`config.mk`:
```
export PLATFORM = sky130hd
export DESIGN_NAME = slr_line
export DESIGN_NICKNAME = d
export VERILOG_FILES = /design/src/slr_pkg.sv /design/src/slr_line.sv
export SDC_FILE = /design/constraint.sdc
export NUM_CORES = 1
export LEC_CHECK = 0
export BUFFER_PORTS_ARGS = -buffer_cell sky130_fd_sc_hd__buf_2
export CORE_MARGIN = 5
export CORE_UTILIZATION = 59
export DETAILED_ROUTE_END_ITERATION = 10
export HOLD_SLACK_MARGIN = 0.12
export PLACE_DENSITY = 0.84
export SLEW_MARGIN = 20
export SYNTH_ARGS = -nofsm -noshare
export SYNTH_HDL_FRONTEND = slang
export SYNTH_SLANG_ARGS = --single-unit
```
`constraint.sdc`:
```
create_clock -name pclk -period 3.25 [get_ports pclk]
set_clock_uncertainty 0.15 [all_clocks]
set_input_delay 0.4875 -clock pclk [delete_from_list [all_inputs] [get_ports pclk]]
set_output_delay 0.4875 -clock pclk [all_outputs]
set_load 0.1 [all_outputs]
```
`src/slr_pkg.sv`:
```
// Constants shared by the serial line register block
package slr_pkg;
    // ==========================================
    // Register indices and byte addresses
    localparam logic [7:0]  IDX_RSTAT  = 8'h00;
    localparam logic [7:0]  IDX_RXBUF  = 8'h02;
    localparam logic [7:0]  IDX_TSTAT  = 8'h04;
    localparam logic [7:0]  IDX_TXBUF  = 8'h06;
    localparam logic [7:0]  ADDR_RSTAT = {IDX_RSTAT[5:0], 2'b00};
    localparam logic [7:0]  ADDR_RXBUF = {IDX_RXBUF[5:0], 2'b00};
    localparam logic [7:0]  ADDR_TSTAT = {IDX_TSTAT[5:0], 2'b00};
    localparam logic [7:0]  ADDR_TXBUF = {IDX_TXBUF[5:0], 2'b00};
    localparam logic [7:0]  ADDR_CFG   = 8'h20;
    localparam logic [7:0]  ADDR_ISTS  = 8'h24;
    localparam logic [7:0]  ADDR_IMSK  = 8'h28;
    // ==========================================
    // Field positions
    localparam int RS_DONE = 7;
    localparam int RS_IE   = 6;
    localparam int RB_ERR  = 15;
    localparam int RB_OVR  = 14;
    localparam int RB_FRM  = 13;
    localparam int RB_PAR  = 12;
    localparam int TS_RDY  = 7;
    localparam int TS_IE   = 6;
    localparam int TS_BRK  = 0;
    localparam int CF_EIGHT = 16;
    localparam int CF_TWOSTOP = 17;
    localparam int CF_PAREN = 18;
    localparam int CF_ODD   = 19;
    localparam int CF_EXT_BITCLK = 20;
    localparam int CF_BRKHLT = 21;
    localparam int IS_RX    = 0;
    localparam int IS_TX    = 1;
    localparam int IS_FAULT = 2;
    // ==========================================
    // Reset values and counts
    localparam logic [21:0] CFG_RST   = 22'h01_0036;
    localparam logic [2:0]  ISTS_RST  = 3'h0;
    localparam logic [2:0]  IMSK_RST  = 3'h0;
    localparam logic [3:0]  OVS_LAST  = 4'hF;
    localparam logic [3:0]  OVS_MID   = 4'h7;
    // ==========================================
    // State encodings
    typedef enum logic [2:0] {
        SLR_IDLE  = 3'b000,
        SLR_START = 3'b001,
        SLR_DATA  = 3'b010,
        SLR_PAR   = 3'b011,
        SLR_STOP  = 3'b100
    } slr_state_e;
endpackage : slr_pkg

```
`src/slr_line.sv`:
```
// Serial line unit: APB registers, receiver, transmitter, interrupts
// Summary of operation
// - Receive done sets; read buffer clears it
// - Receive enable with done requests interrupt
// - Unused register bits read as zero
// - Error bit is OR of faults
// - Overrun when unread character is overwritten
// - Framing fault on missing stop bit
// - Parity fault; zero without parity
// - Faults held until next character
// - Received data right-justified, high bits zero
// - Transmit ready clears on load, sets later
// - Transmit enable with ready requests interrupt
// - Second line break bit sends space
// - External bit clock replaces internal generator
// - Seven/eight bits, stop, parity configurable
// - One common rate for both directions
// - Console break asserts halt when enabled
//
// Local design decisions: the APB interface to the registers and the register addresses.
`timescale 1ns/1ps
module slr_line #(
    parameter bit SECOND_LINE = 1'b0
) (
    input  wire logic        pclk,
    input  wire logic        presetn,
    input  wire logic        psel,
    input  wire logic        penable,
    input  wire logic        pwrite,
    input  wire logic [7:0]  paddr,
    input  wire logic [31:0] pwdata,
    output logic      [31:0] prdata,
    output logic             pready,
    output logic             pslverr,
    input  wire logic        rxd,
    input  wire logic        external_bit_clock,
    output logic             txd,
    output logic             rx_irq,
    output logic             tx_irq,
    output logic             irq,
    output logic             halt_req
);
    // ==========================================
    // Declarations
    logic [1:0]  rxd_sync_reg, ext_sync_reg;
    logic        ext_prev_reg;
    logic [15:0] div_reg, div_next;
    logic        tick;
    logic [21:0] cfg_reg, cfg_next;
    logic [2:0]  ists_reg, ists_next, imsk_reg, imsk_next;
    logic        rie_reg, rie_next, tie_reg, tie_next, brk_reg, brk_next;
    logic        done_reg, done_next;
    logic [7:0]  rdata_reg, rdata_next;
    logic        ovr_reg, ovr_next, frm_reg, frm_next, par_reg, par_next;
    logic [31:0] prdata_reg, prdata_next;
    slr_pkg::slr_state_e rst_reg, rst_next, tst_reg, tst_next;
    logic [3:0]  rcnt_reg, rcnt_next, tcnt_reg, tcnt_next;
    logic [2:0]  ridx_reg, ridx_next, tidx_reg, tidx_next;
    logic [7:0]  rsh_reg, rsh_next, tsh_reg, tsh_next;
    logic        rpar_reg, rpar_next, tstop2_reg, tstop2_next;
    logic        tpar_reg, tpar_next;
    logic [7:0]  hold_reg, hold_next;
    logic        hold_full_reg, hold_full_next, txd_reg, txd_next;
    logic        rx_complete, rd_rxbuf, wr_txbuf, wr_en, rd_setup, mapped;
    logic        eight, paren, odd, exp_par, any_fault;
    logic [7:0]  rx_char;
    logic [2:0]  last_idx;
    logic [31:0] rd_word;

    assign eight    = cfg_reg[slr_pkg::CF_EIGHT];
    assign paren    = cfg_reg[slr_pkg::CF_PAREN];
    assign odd      = cfg_reg[slr_pkg::CF_ODD];
    assign last_idx = eight ? 3'h7 : 3'h6;

    // ==========================================
    // Pin synchronisers and bit clock source
    always_ff @(posedge pclk or negedge presetn) begin
        if (!presetn) begin
            rxd_sync_reg <= 2'h3;
            ext_sync_reg <= 2'h0;
            ext_prev_reg <= 1'b0;
        end else begin
            rxd_sync_reg <= {rxd_sync_reg[0], rxd};
            ext_sync_reg <= {ext_sync_reg[0], external_bit_clock};
            ext_prev_reg <= ext_sync_reg[1];
        end
    end

    // Internal divider or external edge gives one shared tick
    always_comb begin
        div_next = (div_reg >= cfg_reg[15:0]) ? 16'h0000 : div_reg + 16'h0001;
        if (cfg_reg[slr_pkg::CF_EXT_BITCLK]) begin
            tick = ext_sync_reg[1] & ~ext_prev_reg;
        end else begin
            tick = (div_reg >= cfg_reg[15:0]);
        end
    end

    always_ff @(posedge pclk or negedge presetn) begin
        if (!presetn) begin
            div_reg <= 16'h0000;
        end else begin
            div_reg <= div_next;
        end
    end

    // ==========================================
    // APB decode
    assign mapped   = (paddr == slr_pkg::ADDR_RSTAT) || (paddr == slr_pkg::ADDR_RXBUF) ||
                      (paddr == slr_pkg::ADDR_TSTAT) || (paddr == slr_pkg::ADDR_TXBUF) ||
                      (paddr == slr_pkg::ADDR_CFG)   || (paddr == slr_pkg::ADDR_ISTS) ||
                      (paddr == slr_pkg::ADDR_IMSK);
    assign pready   = psel & penable;
    assign pslverr  = psel & penable & ~mapped;
    assign wr_en    = psel & penable & pwrite;
    assign rd_setup = psel & ~penable & ~pwrite;
    assign rd_rxbuf = psel & penable & ~pwrite & (paddr == slr_pkg::ADDR_RXBUF);
    assign wr_txbuf = wr_en & (paddr == slr_pkg::ADDR_TXBUF);
    assign prdata   = prdata_reg;

    // Read word; unused bits stay zero
    always_comb begin
        rd_word = 32'h0000_0000;
        unique case (paddr)
            slr_pkg::ADDR_RSTAT: begin
                rd_word[slr_pkg::RS_DONE] = done_reg;
                rd_word[slr_pkg::RS_IE]   = rie_reg;
            end
            slr_pkg::ADDR_RXBUF: begin
                rd_word[slr_pkg::RB_ERR] = ovr_reg | frm_reg | par_reg;
                rd_word[slr_pkg::RB_OVR] = ovr_reg;
                rd_word[slr_pkg::RB_FRM] = frm_reg;
                rd_word[slr_pkg::RB_PAR] = par_reg;
                rd_word[7:0]             = rdata_reg;
            end
            slr_pkg::ADDR_TSTAT: begin
                rd_word[slr_pkg::TS_RDY] = ~hold_full_reg;
                rd_word[slr_pkg::TS_IE]  = tie_reg;
                rd_word[slr_pkg::TS_BRK] = brk_reg;
            end
            slr_pkg::ADDR_CFG:  rd_word[21:0] = cfg_reg;
            slr_pkg::ADDR_ISTS: rd_word[2:0]  = ists_reg;
            slr_pkg::ADDR_IMSK: rd_word[2:0]  = imsk_reg;
            default:            rd_word = 32'h0000_0000;
        endcase
        prdata_next = rd_setup ? rd_word : prdata_reg;
    end

    // Control register writes
    always_comb begin
        cfg_next  = cfg_reg;
        imsk_next = imsk_reg;
        rie_next  = rie_reg;
        tie_next  = tie_reg;
        brk_next  = brk_reg;
        if (wr_en && paddr == slr_pkg::ADDR_CFG)  cfg_next  = pwdata[21:0];
        if (wr_en && paddr == slr_pkg::ADDR_IMSK) imsk_next = pwdata[2:0];
        if (wr_en && paddr == slr_pkg::ADDR_RSTAT) rie_next = pwdata[slr_pkg::RS_IE];
        if (wr_en && paddr == slr_pkg::ADDR_TSTAT) begin
            tie_next = pwdata[slr_pkg::TS_IE];
            brk_next = SECOND_LINE & pwdata[slr_pkg::TS_BRK];
        end
    end

    always_ff @(posedge pclk or negedge presetn) begin
        if (!presetn) begin
            prdata_reg <= 32'h0000_0000;
            cfg_reg    <= slr_pkg::CFG_RST;
            imsk_reg   <= slr_pkg::IMSK_RST;
            rie_reg    <= 1'b0;
            tie_reg    <= 1'b0;
            brk_reg    <= 1'b0;
        end else begin
            prdata_reg <= prdata_next;
            cfg_reg    <= cfg_next;
            imsk_reg   <= imsk_next;
            rie_reg    <= rie_next;
            tie_reg    <= tie_next;
            brk_reg    <= brk_next;
        end
    end

    // ==========================================
    // Receiver
    assign rx_char = eight ? rsh_reg : {1'b0, rsh_reg[7:1]};
    assign exp_par = (^rx_char) ^ odd;
    assign rx_complete = (rst_reg == slr_pkg::SLR_STOP) && tick && (rcnt_reg == slr_pkg::OVS_LAST);
    assign any_fault = ~rxd_sync_reg[1] | (paren & (rpar_reg != exp_par)) |
                       (done_reg & ~rd_rxbuf);

    always_comb begin
        rst_next  = rst_reg;
        rcnt_next = rcnt_reg;
        ridx_next = ridx_reg;
        rsh_next  = rsh_reg;
        rpar_next = rpar_reg;
        unique case (rst_reg)
            slr_pkg::SLR_IDLE: begin
                if (!rxd_sync_reg[1]) begin
                    rst_next  = slr_pkg::SLR_START;
                    rcnt_next = 4'h0;
                end
            end
            slr_pkg::SLR_START: begin
                if (tick) begin
                    rcnt_next = rcnt_reg + 4'h1;
                    if (rcnt_reg == slr_pkg::OVS_MID) begin
                        rcnt_next = 4'h0;
                        ridx_next = 3'h0;
                        rst_next  = rxd_sync_reg[1] ? slr_pkg::SLR_IDLE : slr_pkg::SLR_DATA;
                    end
                end
            end
            slr_pkg::SLR_DATA, slr_pkg::SLR_PAR, slr_pkg::SLR_STOP: begin
                if (tick) begin
                    rcnt_next = rcnt_reg + 4'h1;
                    if (rcnt_reg == slr_pkg::OVS_LAST) begin
                        if (rst_reg == slr_pkg::SLR_DATA) begin
                            rsh_next  = {rxd_sync_reg[1], rsh_reg[7:1]};
                            ridx_next = ridx_reg + 3'h1;
                            if (ridx_reg == last_idx) begin
                                rst_next = paren ? slr_pkg::SLR_PAR : slr_pkg::SLR_STOP;
                            end
                        end else if (rst_reg == slr_pkg::SLR_PAR) begin
                            rpar_next = rxd_sync_reg[1];
                            rst_next  = slr_pkg::SLR_STOP;
                        end else begin
                            rst_next  = slr_pkg::SLR_IDLE;
                        end
                    end
                end
            end
            default: rst_next = slr_pkg::SLR_IDLE;
        endcase
    end

    // Completion loads data and faults; set beats the read clear
    always_comb begin
        done_next  = done_reg;
        rdata_next = rdata_reg;
        ovr_next   = ovr_reg;
        frm_next   = frm_reg;
        par_next   = par_reg;
        if (rd_rxbuf) done_next = 1'b0;
        if (rx_complete) begin
            done_next  = 1'b1;
            rdata_next = rx_char;
            ovr_next   = done_reg & ~rd_rxbuf;
            frm_next   = ~rxd_sync_reg[1];
            par_next   = paren & (rpar_reg != exp_par);
        end
    end

    always_ff @(posedge pclk or negedge presetn) begin
        if (!presetn) begin
            rst_reg   <= slr_pkg::SLR_IDLE;
            rcnt_reg  <= 4'h0;
            ridx_reg  <= 3'h0;
            rsh_reg   <= 8'h00;
            rpar_reg  <= 1'b0;
            done_reg  <= 1'b0;
            rdata_reg <= 8'h00;
            ovr_reg   <= 1'b0;
            frm_reg   <= 1'b0;
            par_reg   <= 1'b0;
        end else begin
            rst_reg   <= rst_next;
            rcnt_reg  <= rcnt_next;
            ridx_reg  <= ridx_next;
            rsh_reg   <= rsh_next;
            rpar_reg  <= rpar_next;
            done_reg  <= done_next;
            rdata_reg <= rdata_next;
            ovr_reg   <= ovr_next;
            frm_reg   <= frm_next;
            par_reg   <= par_next;
        end
    end

    // ==========================================
    // Transmitter: holding buffer feeds the shifter
    always_comb begin
        tst_next       = tst_reg;
        tcnt_next      = tcnt_reg;
        tidx_next      = tidx_reg;
        tsh_next       = tsh_reg;
        tstop2_next    = tstop2_reg;
        tpar_next      = tpar_reg;
        hold_next      = hold_reg;
        hold_full_next = hold_full_reg;
        txd_next       = 1'b1;
        unique case (tst_reg)
            slr_pkg::SLR_IDLE: begin
                if (hold_full_reg && tick) begin
                    tsh_next       = hold_reg;
                    tpar_next      = (^hold_reg) ^ odd;
                    hold_full_next = 1'b0;
                    tcnt_next      = 4'h0;
                    tst_next       = slr_pkg::SLR_START;
                end
            end
            slr_pkg::SLR_START: txd_next = 1'b0;
            slr_pkg::SLR_DATA:  txd_next = tsh_reg[0];
            slr_pkg::SLR_PAR:   txd_next = tpar_reg;
            slr_pkg::SLR_STOP:  txd_next = 1'b1;
            default:            tst_next = slr_pkg::SLR_IDLE;
        endcase
        if (tst_reg != slr_pkg::SLR_IDLE && tick) begin
            tcnt_next = tcnt_reg + 4'h1;
            if (tcnt_reg == slr_pkg::OVS_LAST) begin
                unique case (tst_reg)
                    slr_pkg::SLR_START: begin
                        tidx_next = 3'h0;
                        tst_next  = slr_pkg::SLR_DATA;
                    end
                    slr_pkg::SLR_DATA: begin
                        tidx_next = tidx_reg + 3'h1;
                        if (tidx_reg == last_idx) begin
                            tst_next = paren ? slr_pkg::SLR_PAR : slr_pkg::SLR_STOP;
                            tstop2_next = cfg_reg[slr_pkg::CF_TWOSTOP];
                        end else begin
                            tsh_next = {1'b0, tsh_reg[7:1]};
                        end
                    end
                    slr_pkg::SLR_PAR: begin
                        tst_next    = slr_pkg::SLR_STOP;
                        tstop2_next = cfg_reg[slr_pkg::CF_TWOSTOP];
                    end
                    default: begin
                        tstop2_next = 1'b0;
                        tst_next    = tstop2_reg ? slr_pkg::SLR_STOP : slr_pkg::SLR_IDLE;
                    end
                endcase
            end
        end
        if (wr_txbuf) begin
            hold_next      = eight ? pwdata[7:0] : {1'b0, pwdata[6:0]};
            hold_full_next = 1'b1;
        end
        if (brk_reg) txd_next = 1'b0;
    end

    always_ff @(posedge pclk or negedge presetn) begin
        if (!presetn) begin
            tst_reg       <= slr_pkg::SLR_IDLE;
            tcnt_reg      <= 4'h0;
            tidx_reg      <= 3'h0;
            tsh_reg       <= 8'h00;
            tstop2_reg    <= 1'b0;
            tpar_reg      <= 1'b0;
            hold_reg      <= 8'h00;
            hold_full_reg <= 1'b0;
            txd_reg       <= 1'b1;
        end else begin
            tst_reg       <= tst_next;
            tcnt_reg      <= tcnt_next;
            tidx_reg      <= tidx_next;
            tsh_reg       <= tsh_next;
            tstop2_reg    <= tstop2_next;
            tpar_reg      <= tpar_next;
            hold_reg      <= hold_next;
            hold_full_reg <= hold_full_next;
            txd_reg       <= txd_next;
        end
    end
    assign txd = txd_reg;

    // ==========================================
    // Interrupts and halt request
    always_comb begin
        ists_next = ists_reg;
        if (wr_en && paddr == slr_pkg::ADDR_ISTS) ists_next = ists_reg & ~pwdata[2:0];
        if (rx_complete) ists_next[slr_pkg::IS_RX] = 1'b1;
        if (rx_complete && any_fault) ists_next[slr_pkg::IS_FAULT] = 1'b1;
        if (hold_full_reg && !hold_full_next) ists_next[slr_pkg::IS_TX] = 1'b1;
    end

    always_ff @(posedge pclk or negedge presetn) begin
        if (!presetn) begin
            ists_reg <= slr_pkg::ISTS_RST;
        end else begin
            ists_reg <= ists_next;
        end
    end

    assign rx_irq   = rie_reg & done_reg;
    assign tx_irq   = tie_reg & ~hold_full_reg;
    assign irq      = |(ists_reg & imsk_reg);
    assign halt_req = ~SECOND_LINE & cfg_reg[slr_pkg::CF_BRKHLT] & frm_reg
                      & (rdata_reg == 8'h00);

    // ==========================================
    // Assertions
    property p_done_set;
        @(posedge pclk) disable iff (!presetn) rx_complete |=> done_reg;
    endproperty
    a_done_set: assert property (p_done_set) else $error("done not set");

    property p_done_clr;
        @(posedge pclk) disable iff (!presetn) rd_rxbuf && !rx_complete |=> !done_reg;
    endproperty
    a_done_clr: assert property (p_done_clr) else $error("done not cleared");

    property p_rx_irq;
        @(posedge pclk) disable iff (!presetn)
            rx_complete && rie_next |=> rx_irq;
    endproperty
    a_rx_irq: assert property (p_rx_irq) else $error("rx irq missing");

    property p_rstat_zero;
        @(posedge pclk) disable iff (!presetn)
            rd_setup && paddr == slr_pkg::ADDR_RSTAT |=>
                prdata[5:0] == 6'h00 && prdata[31:8] == 24'h0;
    endproperty
    a_rstat_zero: assert property (p_rstat_zero) else $error("unused bits set");

    property p_err_sum;
        @(posedge pclk) disable iff (!presetn)
            rd_rxbuf |-> prdata[15] == (|prdata[14:12]) && prdata[11:8] == 4'h0;
    endproperty
    a_err_sum: assert property (p_err_sum) else $error("error summary wrong");

    property p_overrun;
        @(posedge pclk) disable iff (!presetn)
            rx_complete && done_reg && !rd_rxbuf |=> ovr_reg;
    endproperty
    a_overrun: assert property (p_overrun) else $error("overrun missing");

    property p_par_off;
        @(posedge pclk) disable iff (!presetn) rx_complete && !paren |=> !par_reg;
    endproperty
    a_par_off: assert property (p_par_off) else $error("parity fault without parity");

    property p_tx_rdy;
        @(posedge pclk) disable iff (!presetn) wr_txbuf |=> !tx_irq && hold_full_reg;
    endproperty
    a_tx_rdy: assert property (p_tx_rdy) else $error("ready not cleared");

    property p_brk;
        @(posedge pclk) disable iff (!presetn) brk_reg [*2] |-> !txd;
    endproperty
    a_brk: assert property (p_brk) else $error("break not spacing");

    property p_irq;
        @(posedge pclk) disable iff (!presetn) rx_complete |=> ists_reg[slr_pkg::IS_RX];
    endproperty
    a_irq: assert property (p_irq) else $error("receive event not recorded");

    c_rx:   cover property (@(posedge pclk) disable iff (!presetn) rx_complete);
    c_ovr:  cover property (@(posedge pclk) disable iff (!presetn) rx_complete && done_reg);
    c_tx:   cover property (@(posedge pclk) disable iff (!presetn) wr_txbuf ##[1:1000] tx_irq);
endmodule : slr_line

```
======== After elaboration in Yosys (flattened, before gate mapping) ========
Index checks and enable logic that the tools add are counted.
cells by class
  add/sub/neg operators ................... 5
  $lt $le $gt $ge ......................... 1
  equal/unequal tests ..................... 28
  multiplexer cells ....................... 63
  bitwise gates (word level) .............. 33
  reductions and logical operators ........ 46
operators with widths
  cell                                                                    count
  8-bit two-way mux                                                       8
  3-bit two-way mux                                                       20
  4-bit two-way mux                                                       8
  8-bit by 6-bit equality test with 1-bit output (second input constant)  3
  3-bit one-hot mux with 2 select lines                                   4
  3-bit one-hot mux with 3 select lines                                   2
  16-bit by 1-bit adder with 16-bit output (second input constant)        1
  8-bit by 5-bit equality test with 1-bit output (second input constant)  2
  16-bit >= comparator                                                    1
  8-bit zero test                                                         2
  16-bit two-way mux                                                      1
  2-bit one-hot mux with 4 select lines                                   2
  2-bit nonzero test                                                      8
  8-bit parity                                                            2
  1-bit bitwise AND                                                       15
  2-bit != test (second input constant)                                   7
  3-bit by 2-bit equality test with 1-bit output (second input constant)  4
  4-bit one-hot mux with 3 select lines                                   1
  4-bit AND reduction                                                     3
  6-bit AND reduction                                                     2
  1-bit logical AND                                                       11
  1-bit two-way mux                                                       11
  1-bit NOT                                                               9
  4-bit by 1-bit adder with 4-bit output (second input constant)          2
  other kinds (27)                                                        47
word-level totals
  register bits after elaboration ......... 134
  input bits .............................. 47
  output and inout port bits .............. 39
  word-level logic and storage cells ...... 207

======== Depth between registers and ports, before layout ========
  word-level depth ........................ 10
  depth in mapped cells ................... 10
  gate-level depth less buffers ........... 8

======== Worst setup path before layout ========
OpenSTA, ideal clock, no wires.
  path type ............................... input-to-output
  from .................................... input port paddr[5]
  to ...................................... output port pslverr
  arrival ................................. 5.476 ns
  path slack .............................. -2.863 ns
  stages .................................. 3
  path buffers ............................ 0
  cell sequence ........................... or4b_2 -> nor2_1 -> a2111oi_0
between the ends
  longest elaborated chain between the ends .. 9
  elaborated cells between the ends (all ways) .. 15
ends and longest elaborated chain
  what                                                                               line             RTL
  start, declared                                                                    slr_line.sv:30   input wire logic [7:0] paddr,
  8-bit by 4-bit equality test with 1-bit output or 8-bit zero test (tied branches)  slr_line.sv:109  assign mapped = (paddr == slr_pkg::ADDR_RSTAT) || (paddr == slr_pkg::ADDR_RXBUF) ||
  1-bit logical OR (2 in a row)                                                      slr_line.sv:109
  1-bit logical OR (2 in a row)                                                      slr_line.sv:110  (paddr == slr_pkg::ADDR_TSTAT) || (paddr == slr_pkg::ADDR_TXBUF) ||
  1-bit logical OR                                                                   slr_line.sv:111  (paddr == slr_pkg::ADDR_CFG) || (paddr == slr_pkg::ADDR_ISTS) ||
  1-bit logical OR *                                                                 slr_line.sv:111
  1-bit NOT *                                                                        slr_line.sv:114  assign pslverr = psel & penable & ~mapped;
  1-bit bitwise AND *                                                                slr_line.sv:114
  end, declared                                                                      slr_line.sv:34   output logic pslverr,
Every way passes the cells marked *; elsewhere a longest branch is shown, timed or not.

======== Worst setup path after layout ========
  from .................................... register cfg_reg[15]
  to ...................................... register rsh_reg[6]
between the ends
  longest elaborated chain between the ends .. 3
ends and longest elaborated chain
  what                                  line             RTL
  start, declared                       slr_line.sv:49   logic [21:0] cfg_reg, cfg_next;
  start signal, assigned                slr_line.sv:168  cfg_reg <= slr_pkg::CFG_RST;
  start signal, assigned                slr_line.sv:175  cfg_reg <= cfg_next;
  16-bit >= comparator                  slr_line.sv:95   tick = (div_reg >= cfg_reg[15:0]);
  1-bit two-way mux                     slr_line.sv:92   if (cfg_reg[slr_pkg::CF_EXT_BITCLK]) begin
  4-bit AND reduction (no source line)  --
  end signal, assigned                  slr_line.sv:270  rsh_reg <= rsh_next;
  end, declared                         slr_line.sv:59   logic [7:0] rsh_reg, rsh_next, tsh_reg, tsh_next;
No other way between the ends.
A chain may end at the register's enable or synchronous reset.

==> impl_metrics.csv <==
group,metric,value,unit
finish,fin_util,70.4,%
finish,layout.nets,805,
die,fp.dieArea,0.0142,mm2
synthesis,synth-seq-area-share,48.0,%
clock_tree,clkLatencyLatePin,0.42,ns
placement,port_buffers,65,
finish,fill_cells,790,
clock_tree,tritoncts,"done",
finish,diodes,0,
synthesis,syn_avg_cell_area,10.5,um2
setup_path,crit_path_start_kind,"register",
pwr,p_per_area,638,mW/mm2
synthesis,synth-simple-area-share,15.9,%
sta,period_needed,3.01,ns
clock_tree,clk_pin_slew,0.05,ns
die,std_cell_rows,39,
clock_tree,clk_path_buf_depth,2,
global_routing,grt_util_met2,41.4,%
sta,hold_violations,0,
clock_tree,clk_root_buffer_cell,"clkbuf_16",
synthesis,synth_top_cell_by_area,"dfrtp_1",
sta,fin_crit_sh,92.8,%
finish,multi_input_area,0.00336,mm2
synthesis,netlist_area,0.00701,mm2
synthesis,synth.mux.area_fraction,12.8,%
die,fp.coreArea,0.0115,mm2
sta,rsz0062_at_grt,"no",
sta,fmax,332,MHz
sta,relSlewSlack,58.4,%
sta,drv_slew,0,
finish,seq_area,0.00336,mm2
detailed_routing,via_count,5399,
finish,final_design_area_no_fill,0.00811,mm2
synthesis,synth_cell_types,67,
detailed_routing,dr.first_iter.drc_count,479,
synthesis,synth_ff_type,"dfrtp_1",
synthesis,synth_adder_area_share,3.75,%
setup_path,critPathKind,"register to register",
detailed_routing,ant_nets,0,
synthesis,synth_top_family_by_area,"simple AND/OR/NAND/NOR gates",
sta,tns,0,ns
global_routing,grt_use_met3,7.11,%
global_routing,top_usage_layer,"met2",
global_routing,grt_pass1_wl,28000,um
synthesis,yosysTopAreaCellShare,45.0,%
sta,tightest_slew,0.617,ns
setup_path,critPathArrivalTime,3.16,ns
synthesis,synth_compound_area_share,10.5,%
setup_path,worstPathRequired,3.40,ns
job,max_cap_violations,0,
clock_tree,cts_sinks,134,
setup_path,path_max_fanout,13,
placement,gp_congestion,0.872,
finish,final_common_cell,"dfrtp_1",
clock_tree,htree_levels,4,
placement,hpwl,11400,um
detailed_routing,viasPerCell,6.05,
clock_tree,postCtsSetupBuffers,0,
global_routing,antenna_found_initial,0,
outcome,status,"finished, final reports clean",
sta,setup-violations-final,0,
placement,pre_cts_slack,0.231,ns
synthesis,synth_edf_count,0,
global_routing,grt_max_degree,82,
hold_path,worstHoldPathType,"input pin to register",
finish,drive_above_1_share,26.3,%
die,die_h,119,um
die,io_pins,86,
detailed_routing,postRouteWirelength,16800,um
finish,final_cell_mix,"dfrtp_1, nand2_1, buf_2, nor2_1, mux2_2",
synthesis,ys_ff_latch,134,
sta,fin_ws,0.235,ns
synthesis,yosysWarnings,0,
global_routing,grt_overflow,0,
pwr,total_power,5.17,mW
detailed_routing,wl_per_cell,18.8,um
synthesis,synth_xor_xnor_area_share,4.19,%
setup_path,endpoint_kind,"register",
global_routing,gr-usage-all-layers,24.8,%
detailed_routing,dr.pass1.iters,5,
global_routing,grtUsageMet1,30.4,%
clock_tree,cts_buffers,17,
synthesis,synth-async-reset-ratio,100,%
pwr,vdd_drop_max,337,uV
global_routing,grt_pass1_vias,5619,
pwr,leakage,3.96,nW
die,initial_core_util,60.9,%
detailed_routing,drc,0,
synthesis,synth_top_cells_by_area,"dfrtp_1, mux2_2, ha_1",
placement,place_area,0.00748,mm2
die,chipWidth,119,um
finish,syn2layout_area_growth,15.7,%
synthesis,netlist_instances,667,
==> layer usage <==
metal	up-vias	wire length, um
li1	2475	-
met1	2643	6830
met3	39	1210
met2	242	8290
met4	0	435
met5	-	0
==> report_power, final <==
part           internal [mW]  total, mW  switching (mW)  leakage (nW)
registers               1.80       1.98           0.175          1.77
logic                  0.408       1.23           0.823          1.89
clock network           1.26       1.96           0.701         0.301
total                   3.47       5.17            1.70          3.96
==> metrics by stage <==
step,std cells,hold WS [ns]
after floorplan,676,0.0419
after global placement,858,0.186
after detailed placement,858,0.199
after CTS,893,0.140
after global routing,893,0.135
final,893,0.146
==> path summary, 6_finish.rpt <==
check                           depth (start not counted)         endpoint  slack, ns       startpoint
min in group asynchronous                               2       prdata[20]       0.44          presetn
max in group asynchronous                               3  rxd_sync_reg[0]       1.67          presetn
worst min-delay path                                    2      cfg_reg[18]       0.15       pwdata[18]
worst min register to register                          0  ext_sync_reg[1]       0.20  ext_sync_reg[0]
worst max register to register                          8       rsh_reg[6]       0.24      cfg_reg[15]
worst max-delay path                                    8       rsh_reg[6]       0.24      cfg_reg[15]
==> final cells by class <==
class / count / area share (%)
Inverter: 38 / 1.76
Clock inverter: 9 / 1.53
Sequential cell: 134 / 41.5
Clock buffer: 23 / 5.89
Multi-Input combinational cell: 466 / 41.5
Tap cell: 143 / 2.21
Timing Repair Buffer: 80 / 5.68
==> cells by family after synthesis <==
group | count (synthesis)
muxes | 75
adders and majority gates | 21
xor gates and xnor gates | 32
other | 1
AOI/OAI and AO/OA | 100
buffers and inverters | 76
DFF | 134
and+or+nand+nor | 228
==> what timing repair did <==
item / CTS / global route
gates resized for setup: 0 / 0
endpoints found under the hold margin: 39 / 0
hold buffers: 3 / 0
==> critical path, stage by stage (launching register included) <==
cell      delay (ns)
dfrtp_1         0.39
inv_1           0.06
ha_1            0.31
nand4_1         0.22
nor4_4          0.40
a311oi_4        0.18
a21boi_4        0.42
nand4_2         0.37
mux2_2          0.39
==> synth_stat cells, types with 5 or more instances <==
master	number
nand3_1	31
inv_1	38
mux2_4	16
dfstp_2	8
nand4_1	9
and2_1	7
ha_1	21
a21oi_1	16
o21ai_0	22
clkbuf_1	22
a221oi_1	6
nor2_1	61
a31oi_1	10
a22oi_1	5
nand2b_1	6
mux2i_1	7
nor2b_1	5
buf_4	10
xor2_1	12
nor3_1	12
dfrtp_1	126
xnor2_1	19
mux2_2	52
nand2_1	66
and3_1	11
No activity file was read; power rests on OpenSTA's default activity.
